File: src/core/ssc_pkg.sv
package ssc_pkg;

   // management link commands
   localparam logic [7:0] SSC_CMD_STATUS = 8'h55;
   localparam logic [7:0] SSC_CMD_SDR = 8'h60;
   // status value meaning all outputs on
   localparam logic [7:0] SSC_STATUS_ALL_ON = 8'h18;
   // byte that is sent once a response has run out
   localparam logic [7:0] SSC_FILL_BYTE = 8'hff;

   // status byte bit positions
   localparam int SSC_BIT_PIN_TURN_ON = 0;
   localparam int SSC_BIT_PIN_SUPPRESS = 1;
   localparam int SSC_BIT_SW_TURN_ON = 2;
   localparam int SSC_BIT_SW_SUPPRESS = 3;
   localparam int SSC_BIT_SW_SELECT = 4;
   localparam int SSC_BIT_OVERTEMP = 5;
   localparam int SSC_BIT_FAULT = 6;
   localparam int SSC_BIT_OVERRIDE = 7;

   // write frame lengths, command byte included
   localparam logic [2:0] SSC_WLEN_STATUS = 3'd3;
   localparam logic [2:0] SSC_WLEN_OVERRIDE = 3'd5;
   localparam logic [2:0] SSC_WLEN_SDR = 3'd2;
   localparam logic [2:0] SSC_WCOUNT_MAX = 3'd7;

   // read response byte indices
   localparam logic [2:0] SSC_RIDX_STATUS_CHK = 3'd2;
   localparam logic [2:0] SSC_RIDX_SDR_CHK = 3'd6;
   localparam logic [2:0] SSC_RIDX_MAX = 3'd7;

   // sensor data record store
   localparam int SSC_ROM_AW = 5;
   localparam logic [SSC_ROM_AW-1:0] SSC_SDR_COUNT = 5'd18;

   // default link address of the supply
   localparam logic [6:0] SSC_LINK_ADDR = 7'h23;

   // one sensor data record, all coefficients signed
   typedef struct packed {
      logic [7:0] number;
      logic signed [7:0] mult;
      logic signed [7:0] offset;
      logic signed [3:0] offset_exponent;
      logic signed [3:0] result_exponent;
   } ssc_sdr_t;

   // writable part of the status byte, bits 7 down to 2
   typedef struct packed {
      logic safety_override;
      logic fault_flag;
      logic overtemp_alert_flag;
      logic software_control_select;
      logic software_suppress_n;
      logic software_turn_on_n;
   } ssc_ctrl_t;

   localparam ssc_ctrl_t SSC_CTRL_RESET = 6'h00;

   typedef enum logic [3:0] {
      SSC_S_IDLE,
      SSC_S_ADDR,
      SSC_S_RX,
      SSC_S_ACKW,
      SSC_S_ACKH,
      SSC_S_TX,
      SSC_S_TXAW,
      SSC_S_TXACK,
      SSC_S_IGN
   } ssc_link_state_t;

   typedef struct packed {
      logic scl_meta;
      logic scl_sync;
      logic scl_prev;
      logic sda_meta;
      logic sda_sync;
      logic sda_prev;
      logic on_meta;
      logic on_sync;
      logic sup_meta;
      logic sup_sync;
      ssc_link_state_t st;
      logic [2:0] bitcnt;
      logic [7:0] shreg;
      logic rw;
      logic in_write;
      logic [7:0] cmd;
      logic [2:0] wcount;
      logic [7:0] d0;
      logic [7:0] d1;
      logic [7:0] d2;
      logic [7:0] wsum;
      logic [SSC_ROM_AW-1:0] sdr_idx;
      logic [2:0] rd_idx;
      logic [7:0] tx;
      logic [7:0] rsum;
      ssc_ctrl_t ctrl;
      logic nonrec_prev;
      logic sda_oe_n;
      logic sda_out;
      logic outputs_on;
      logic event_msg;
      logic override_active;
   } ssc_state_t;

endpackage

File: src/core/ssc_sdr_rom.sv
`timescale 1ns/1ns
module ssc_sdr_rom (
   // clock and reset
   input wire logic clk_sys,
   input wire logic resetn,
   // record lookup
   input wire logic [ssc_pkg::SSC_ROM_AW-1:0] addr,
   output ssc_pkg::ssc_sdr_t rdata
);
   import ssc_pkg::*;

   ssc_sdr_t rdata_reg;
   ssc_sdr_t rdata_next;

   // record table: number, multiplier, offset, offset exponent, result exponent
   always_comb begin
      case (addr)
         5'd0: rdata_next = {8'h07, 8'h14, 8'h5a, 4'h1, 4'he};
         5'd1: rdata_next = {8'h08, 8'h14, 8'h5a, 4'h2, 4'hd};
         5'd2: rdata_next = {8'h0a, 8'h0a, 8'h23, 4'h2, 4'hd};
         5'd3: rdata_next = {8'h0b, 8'h0a, 8'h14, 4'h2, 4'hd};
         5'd4: rdata_next = {8'h0c, 8'h14, 8'h5a, 4'h2, 4'hd};
         5'd5: rdata_next = {8'h0d, 8'hec, 8'ha6, 4'h2, 4'hd}; // negative rail, signed
         5'd6: rdata_next = {8'h0e, 8'h04, 8'h00, 4'h0, 4'hf};
         5'd7: rdata_next = {8'h0f, 8'h04, 8'h00, 4'h0, 4'hf};
         5'd8: rdata_next = {8'h11, 8'h14, 8'h00, 4'h0, 4'he};
         5'd9: rdata_next = {8'h12, 8'h01, 8'h14, 4'h1, 4'h0};
         5'd10: rdata_next = {8'h13, 8'h01, 8'h14, 4'h1, 4'h0};
         5'd11: rdata_next = {8'h15, 8'h32, 8'h00, 4'h0, 4'hf};
         5'd12: rdata_next = {8'h16, 8'h28, 8'h00, 4'h0, 4'hf};
         5'd13: rdata_next = {8'h18, 8'h0a, 8'h00, 4'h0, 4'hf};
         5'd14: rdata_next = {8'h19, 8'h14, 8'h00, 4'h0, 4'he};
         5'd15: rdata_next = {8'h1a, 8'h14, 8'h00, 4'h0, 4'hd};
         5'd16: rdata_next = {8'h1b, 8'h14, 8'h00, 4'h0, 4'hd};
         5'd17: rdata_next = {8'h1c, 8'h0a, 8'h00, 4'h0, 4'hf};
         default: rdata_next = '0; // beyond the table reads as an empty record
      endcase
   end

   // registered read data
   always_ff @(posedge clk_sys) begin
      if (!resetn) begin
         rdata_reg <= '0;
      end else begin
         rdata_reg <= rdata_next;
      end
   end

   assign rdata = rdata_reg;

endmodule

File: src/core/ssc_status_ctrl.sv
`timescale 1ns/1ns
module ssc_status_ctrl #(
   parameter logic [6:0] LINK_ADDR = ssc_pkg::SSC_LINK_ADDR
) (
   // clock and reset
   input wire logic clk_sys,
   input wire logic resetn,
   // management link pins
   input wire logic scl_in,
   input wire logic sda_in,
   output logic sda_out,
   output logic sda_oe_n,
   // backplane pins, active low
   input wire logic pin_turn_on_n,
   input wire logic pin_suppress_n,
   // supply monitor events
   input wire logic fault_event,
   input wire logic overtemp_fault,
   input wire logic nonrec_active,
   // supply control and status
   output logic outputs_on,
   output logic event_msg,
   output logic override_active,
   output logic [7:0] status_byte
);
   import ssc_pkg::*;

   ssc_state_t s;
   ssc_state_t n;
   ssc_sdr_t rec;
   logic [7:0] status_now;
   logic scl_rise;
   logic scl_fall;
   logic bus_start;
   logic bus_stop;
   logic [7:0] rx_byte;
   logic turn_on_act;
   logic suppress_act;
   logic shutdown;

   // response byte for the current command at a given index
   function automatic logic [7:0] resp_byte(input logic [7:0] cmd, input logic [2:0] idx,
                                            input logic [7:0] status, input ssc_sdr_t r,
                                            input logic [7:0] sum);
      logic [7:0] b;
      b = SSC_FILL_BYTE;
      if (idx == 3'd0) begin
         b = cmd;
      end else if (cmd == SSC_CMD_STATUS) begin
         if (idx == 3'd1) begin
            b = status;
         end else if (idx == SSC_RIDX_STATUS_CHK) begin
            b = 8'h00 - sum; // zero-sum checksum
         end
      end else if (cmd == SSC_CMD_SDR) begin
         case (idx)
            3'd1: b = r.number; // record fields in query order
            3'd2: b = r.mult;
            3'd3: b = r.offset;
            3'd4: b = {{4{r.offset_exponent[3]}}, r.offset_exponent}; // sign kept
            3'd5: b = {{4{r.result_exponent[3]}}, r.result_exponent};
            SSC_RIDX_SDR_CHK: b = 8'h00 - sum;
            default: b = SSC_FILL_BYTE;
         endcase
      end else if (idx == 3'd1) begin
         b = 8'h00 - sum;
      end
      return b;
   endfunction

   ssc_sdr_rom u_rom (
      .clk_sys(clk_sys),
      .resetn(resetn),
      .addr(s.sdr_idx),
      .rdata(rec)
   );

   // link events from the synchronised pins
   assign scl_rise = s.scl_sync & ~s.scl_prev;
   assign scl_fall = ~s.scl_sync & s.scl_prev;
   assign bus_start = s.scl_sync & s.scl_prev & s.sda_prev & ~s.sda_sync;
   assign bus_stop = s.scl_sync & s.scl_prev & ~s.sda_prev & s.sda_sync;
   assign rx_byte = {s.shreg[6:0], s.sda_sync};

   // live status: control bits plus the pin levels
   assign status_now = {s.ctrl, s.sup_sync, s.on_sync}; // pins read back live

   // who steers the outputs, software or pins
   assign turn_on_act = s.ctrl.software_control_select ? ~s.ctrl.software_turn_on_n
                                                       : ~s.on_sync;
   assign suppress_act = s.ctrl.software_control_select ? ~s.ctrl.software_suppress_n
                                                        : ~s.sup_sync;
   assign shutdown = nonrec_active & ~s.ctrl.safety_override; // override holds off

   // next state
   always_comb begin
      n = s;
      // two-stage synchronisers, then a history stage for edge finding
      n.scl_meta = scl_in;
      n.scl_sync = s.scl_meta;
      n.scl_prev = s.scl_sync;
      n.sda_meta = sda_in;
      n.sda_sync = s.sda_meta;
      n.sda_prev = s.sda_sync;
      n.on_meta = pin_turn_on_n;
      n.on_sync = s.on_meta;
      n.sup_meta = pin_suppress_n;
      n.sup_sync = s.sup_meta;
      n.sda_out = 1'b0;

      if (bus_start || bus_stop) begin
         // close a write frame and act on it
         if (s.in_write && s.cmd == SSC_CMD_STATUS && s.wsum == 8'h00) begin
            if (s.wcount == SSC_WLEN_STATUS) begin
               n.ctrl = s.d0[7:2];
               // a single copy may clear override but never set it
               n.ctrl.safety_override = s.d0[SSC_BIT_OVERRIDE] & s.ctrl.safety_override;
            end else if (s.wcount == SSC_WLEN_OVERRIDE && s.d0 == s.d1 && s.d1 == s.d2) begin
               n.ctrl = s.d0[7:2]; // three matching copies may set override
            end
         end
         if (s.in_write && s.cmd == SSC_CMD_SDR && s.wcount == SSC_WLEN_SDR) begin
            n.sdr_idx = s.d0[SSC_ROM_AW-1:0]; // selects the record to report
         end
         n.in_write = 1'b0;
         n.wcount = 3'd0;
         n.wsum = 8'h00;
         n.bitcnt = 3'd0;
         n.sda_oe_n = 1'b1;
         n.st = bus_start ? SSC_S_ADDR : SSC_S_IDLE;
      end else begin
         case (s.st)
            SSC_S_IDLE: begin
               n.st = SSC_S_IDLE;
            end
            SSC_S_ADDR: begin
               if (scl_rise) begin
                  n.shreg = rx_byte;
                  n.bitcnt = s.bitcnt + 3'd1;
                  if (s.bitcnt == 3'd7) begin
                     if (rx_byte[7:1] == LINK_ADDR) begin
                        n.st = SSC_S_ACKW;
                        n.rw = rx_byte[0];
                        n.in_write = ~rx_byte[0];
                        n.rd_idx = 3'd0;
                        n.rsum = 8'h00;
                        n.tx = resp_byte(s.cmd, 3'd0, status_now, rec, 8'h00);
                     end else begin
                        n.st = SSC_S_IGN;
                     end
                  end
               end
            end
            SSC_S_RX: begin
               if (scl_rise) begin
                  n.shreg = rx_byte;
                  n.bitcnt = s.bitcnt + 3'd1;
                  if (s.bitcnt == 3'd7) begin
                     // byte store by position in the frame
                     case (s.wcount)
                        3'd0: n.cmd = rx_byte;
                        3'd1: n.d0 = rx_byte;
                        3'd2: n.d1 = rx_byte;
                        3'd3: n.d2 = rx_byte;
                        default: n.d2 = s.d2;
                     endcase
                     n.wsum = s.wsum + rx_byte;
                     if (s.wcount != SSC_WCOUNT_MAX) begin
                        n.wcount = s.wcount + 3'd1;
                     end
                     n.st = SSC_S_ACKW;
                  end
               end
            end
            SSC_S_ACKW: begin
               if (scl_fall) begin
                  n.sda_oe_n = 1'b0; // pull low to acknowledge
                  n.st = SSC_S_ACKH;
               end
            end
            SSC_S_ACKH: begin
               if (scl_fall) begin
                  n.bitcnt = 3'd0;
                  if (s.rw) begin
                     n.sda_oe_n = s.tx[7];
                     n.st = SSC_S_TX;
                  end else begin
                     n.sda_oe_n = 1'b1;
                     n.st = SSC_S_RX;
                  end
               end
            end
            SSC_S_TX: begin
               if (scl_fall) begin
                  n.sda_oe_n = s.tx[3'd7 - s.bitcnt]; // open drain, msb first
               end
               if (scl_rise) begin
                  n.bitcnt = s.bitcnt + 3'd1;
                  if (s.bitcnt == 3'd7) begin
                     n.st = SSC_S_TXAW;
                  end
               end
            end
            SSC_S_TXAW: begin
               if (scl_fall) begin
                  n.sda_oe_n = 1'b1; // release for the manager's acknowledge
                  n.rsum = s.rsum + s.tx;
                  if (s.rd_idx != SSC_RIDX_MAX) begin
                     n.rd_idx = s.rd_idx + 3'd1;
                  end
                  n.st = SSC_S_TXACK;
               end
            end
            SSC_S_TXACK: begin
               if (scl_rise) begin
                  if (!s.sda_sync) begin
                     n.tx = resp_byte(s.cmd, s.rd_idx, status_now, rec, s.rsum);
                     n.bitcnt = 3'd0;
                     n.st = SSC_S_TX;
                  end else begin
                     n.st = SSC_S_IGN;
                  end
               end
            end
            SSC_S_IGN: begin
               n.st = SSC_S_IGN;
            end
            default: begin
               n.st = SSC_S_IDLE;
            end
         endcase
      end

      // hardware clears win over a manager write in the same cycle
      if (fault_event) begin
         n.ctrl.fault_flag = 1'b0;
      end
      if (overtemp_fault) begin
         n.ctrl.overtemp_alert_flag = 1'b0;
      end

      // event messages keep flowing under override
      n.nonrec_prev = nonrec_active;
      n.event_msg = fault_event | overtemp_fault | (nonrec_active & ~s.nonrec_prev);
      n.outputs_on = turn_on_act & ~suppress_act & ~shutdown;
      n.override_active = s.ctrl.safety_override;
   end

   // state register, synchronous reset
   always_ff @(posedge clk_sys) begin
      if (!resetn) begin
         s <= '0;
         s.ctrl <= SSC_CTRL_RESET; // bits 7 to 2 cleared
         s.scl_meta <= 1'b1;
         s.scl_sync <= 1'b1;
         s.scl_prev <= 1'b1;
         s.sda_meta <= 1'b1;
         s.sda_sync <= 1'b1;
         s.sda_prev <= 1'b1;
         s.on_meta <= 1'b1;
         s.on_sync <= 1'b1;
         s.sup_meta <= 1'b1;
         s.sup_sync <= 1'b1;
         s.sda_oe_n <= 1'b1;
      end else begin
         s <= n;
      end
   end

   // outputs straight from the state register
   assign sda_out = s.sda_out;
   assign sda_oe_n = s.sda_oe_n;
   assign outputs_on = s.outputs_on;
   assign event_msg = s.event_msg;
   assign override_active = s.override_active;
   assign status_byte = {s.ctrl, s.sup_sync, s.on_sync};

endmodule

File: config.mk
export PLATFORM = sky130hd
export DESIGN_NAME = ssc_status_ctrl
export DESIGN_NICKNAME = d
export VERILOG_FILES = /design/src/core/ssc_pkg.sv /design/src/core/ssc_sdr_rom.sv /design/src/core/ssc_status_ctrl.sv
export SDC_FILE = /design/constraint.sdc
export NUM_CORES = 1
export LEC_CHECK = 0
export BUFFER_PORTS_ARGS = -buffer_cell sky130_fd_sc_hd__buf_2
export CAP_MARGIN = 20
export CORE_AREA = 4 4 123 125
export CTS_CLUSTER_DIAMETER = 150
export DETAILED_ROUTE_END_ITERATION = 7
export DIE_AREA = 0 0 127 129
export HOLD_SLACK_MARGIN = 0.12
export PLACE_DENSITY_LB_ADDON = 0.05
export SLEW_MARGIN = 20
export SYNTH_ARGS = -nofsm -noshare
export SYNTH_HDL_FRONTEND = slang
export SYNTH_SLANG_ARGS = --single-unit
File: constraint.sdc
create_clock -name clk_sys -period 2.6 [get_ports clk_sys]
set_input_delay 0.26 -clock clk_sys [delete_from_list [all_inputs] [get_ports clk_sys]]
set_output_delay 0.26 -clock clk_sys [all_outputs]
set_load 0.005 [all_outputs]
==> flow_summary.yaml <==
outcome:
  outcome: "completed"
die:
  pin_count: 22
  start_util_pct: 50.1
  core_area_sq_mm: 0.0139
  die-area_sq_mm: 0.0164
  die_h_um: 129
  rows: 43
  die_w_um: 127
cts:
  clkTransAtPathRegs_ps: 60
  post_cts_buffers: 0
  cts_htree_levels: 4
  cts_tree: "done"
  max-clock-path-buffers: 2
  cts-buffers-inserted: 17
  worstSkewPairLatency_ps: 430
  root_buffer: "clkbuf_16"
  clock_sinks: 127
power:
  sequentialPowerShare_pct: 43.2
  netSwitchingFraction_pct: 22.4
  vdd_drop_max_mv: 0.459
  power_density_mw_per_mm2: 573
  power.leakage_nw: 3.20
  p_int_w: 0.00356
  combinationalPowerShare_pct: 3.7
  clkPwrFrac_pct: 53.1
  power_switching_w: 0.00103
yosys:
  ys_seq_elements: 127
  yosysSeqAreaShare_pct: 36.6
  syn_avg_cell_area_sq_um: 8.34
  synth_top_area_share_pct: 36.6
  ys_warn_count: 0
  synth_area_leader_cell: "dfxtp_1"
  syn-num-nets: 880
  synth_edf_count: 0
  synthTopCellsByArea: "dfxtp_1, ha_1, mux2i_1, nor2_1, a21oi_1"
  netlist_instances: 834
  yosys_most_used_dff: "dfxtp_1"
  synth.cell_area_sq_mm: 0.00696
  synthArstFlopShare_pct: 0
  synth_cell_types: 70
placed_design:
  port_buffers: 20
  place_area_sq_mm: 0.00734
  dp_hpwl_um: 13800
  dpl.cell_count: 1020
  routabilityCongestion: 0.930
routing:
  route.detailed.drc: 0
  vias: 6273
  wire_per_inst_um: 17.8
  drt_iter0_drc: 501
  viasPerCell: 5.93
  ant_nets: 0
  dr.pass1.iters: 5
  routed_wl_um: 18900
setup_path:
  critPathArrivalTime_ps: 2710
  start_kind: "flip-flop"
  cp_slowest_cell: "or4_4"
  crit_buf_inv: 0
  crit_top_cell: "ha_1"
  path_delay_family: "simple AND/OR/NAND/NOR gates"
  critical_path_required_ps: 2880
  worstPathCellList: "ha_1 -> ha_1 -> or4b_1 -> o21ba_1 -> or4_4 -> a21oi_4 -> mux2i_1 -> nor2_1"
  worstSetupPathType: "flip-flop to flip-flop"
  critical-path-max-stage-delay_ps: 500
  end_kind: "flip-flop"
  crit_fanout: 9
sta:
  hold_viol: 0
  holdWs_ps: 188
  drv_slew: 0
  timing.slew.headroom_pct: 42.6
  tns_ps: 0
  max_freq_mhz: 413
  fin_crit_sh_pct: 93.2
  fin_crit_ps: 2420
  worst_pin_slew_ps: 857
  fin_skew_ps: 10.9
  rsz0062_at_grt: "false"
  finalSetupViolCount: 0
global_route:
  grt_pass1_wl_um: 30500
  grt_use_total_pct: 23.4
  gr-total-overflow: 0
  grt_max_degree: 53
  first_global_vias: 5870
  antenna_found_initial: 0
hold_path:
  hold_path.class: "input pin to flip-flop"
layout:
  antennaDiodeCount: 0
  fin_util_pct: 57.7
  fin_cells: 1058
  fin_nets: 912
  largest_reg_flops: 79
  syn_to_final_growth_pct: 15.2
  drive_above_1_share_pct: 13.1
  design_area_sq_mm: 0.00801
run:
  cap_violations: 0
## worst register-to-register path, stage by stage, from the launching register on
cell,delay [ps]
dfxtp_1,330
ha_1,170
ha_1,180
or4b_1,440
o21ba_1,200
or4_4,500
a21oi_4,190
mux2i_1,210
nor2_1,60
## routing by layer
layer	track usage (%)	wire, um
met4	8.52	385
met5	0	0
met3	5.31	1180
met2	37.9	8860
met1	30.9	8430
## synth_stat cells (6+ instances only)
cell	n
nand4_1	7
o21ai_0	32
nor2b_1	6
ha_1	35
mux2i_1	43
and3_1	9
nand3_1	36
o211ai_1	9
o22ai_1	9
xnor2_1	11
nand2_1	72
dfxtp_1	127
or3_1	13
nand2b_1	23
xor2_1	9
a21oi_1	66
a22oi_1	11
nor3b_1	6
inv_1	23
clkbuf_1	37
buf_4	9
a311oi_1	6
nor3_1	22
or2_2	6
nor2_1	96
a211oi_1	7
## final timing paths
check	to	startpoint	slack (ps)	cells after the start
worst max-delay path	s[28]	s[89]	180	8
worst min-delay path	u_rom.rdata[28]	resetn	190	2
worst max register to register	s[28]	s[89]	180	8
worst min register to register	n[100]	n[101]	400	1
## power groups by stage
| stage | logic [W] | clock network [W] | registers (W) |
|---|---|---|---|
| finish | 0.000169 | 0.00244 | 0.00198 |
| global route | 0.000186 | 0.00256 | 0.00199 |
| CTS | 0.000170 | 0.00247 | 0.00198 |
| detailed placement | 0.000161 | 0 | 0.00203 |
| global placement | 0.000157 | 0 | 0.00203 |
| floorplan | 0.000115 | 0 | 0.00202 |
## layout by cell type (no fill, tap or decap), drive strengths merged, types with 4 or more instances in the layout
master,instances
nor2,96
buf,63
dlygate4sd3,7
a21oi,68
xor2,9
nand4b,4
clkbuf,19
mux2i,43
or2,6
xnor2,11
ha,35
clkinv,7
nor4b,6
nor3,23
nand2,72
o211ai,9
a31oi,5
nand2b,23
a22oi,11
nor2b,6
inv,25
nand3,36
and2,4
and3,9
a222oi,5
o22ai,9
a311oi,6
nor4,7
or3,13
o21a,5
nand4,7
a211oi,7
o21ai,33
nor3b,7
dfxtp,127
o31ai,4
## per-stage QoR
| stage | total power [W] | setup WS [ps] |
|---|---|---|
| final | 0.00459 | 176 |
| after global routing | 0.00473 | 18.2 |
| after CTS | 0.00463 | 85.3 |
| after detailed placement | 0.00219 | 99.2 |
| after global placement | 0.00218 | 157 |
| after floorplan | 0.00213 | 62.5 |
## logic make-up (layout without fill, tap and decap cells)
kind of cell,after synthesis,after routing,synth area share [%]
buf+inv,83,127,5.25
compound gates,189,189,17.6
flops,127,127,36.6
mux,46,46,7.00
other cells,1,1,0.0539
xor+xnor,20,20,2.52
fa+ha+maj,37,37,6.87
simple gates,331,331,24.1
## repair_timing
item / in CTS / in global routing
endpoints found under the setup margin: 0 / 2
endpoints found under the hold margin: 9 / 0
gates resized for setup: 0 / 0
hold buffers: 7 / 0
## layout make-up
| class | count | area, sq um |
|---|---|---|
| sequential | 127 | 2540 |
| inverter | 26 | 97.6 |
| tap | 180 | 225 |
| fill | 1264 | 5870 |
| clock buffer | 19 | 443 |
| clock inverter | 12 | 161 |
| timing repair buffer | 70 | 493 |
| multi-input combinational | 624 | 4050 |
Note: power is estimated with default switching activity, not from simulation.
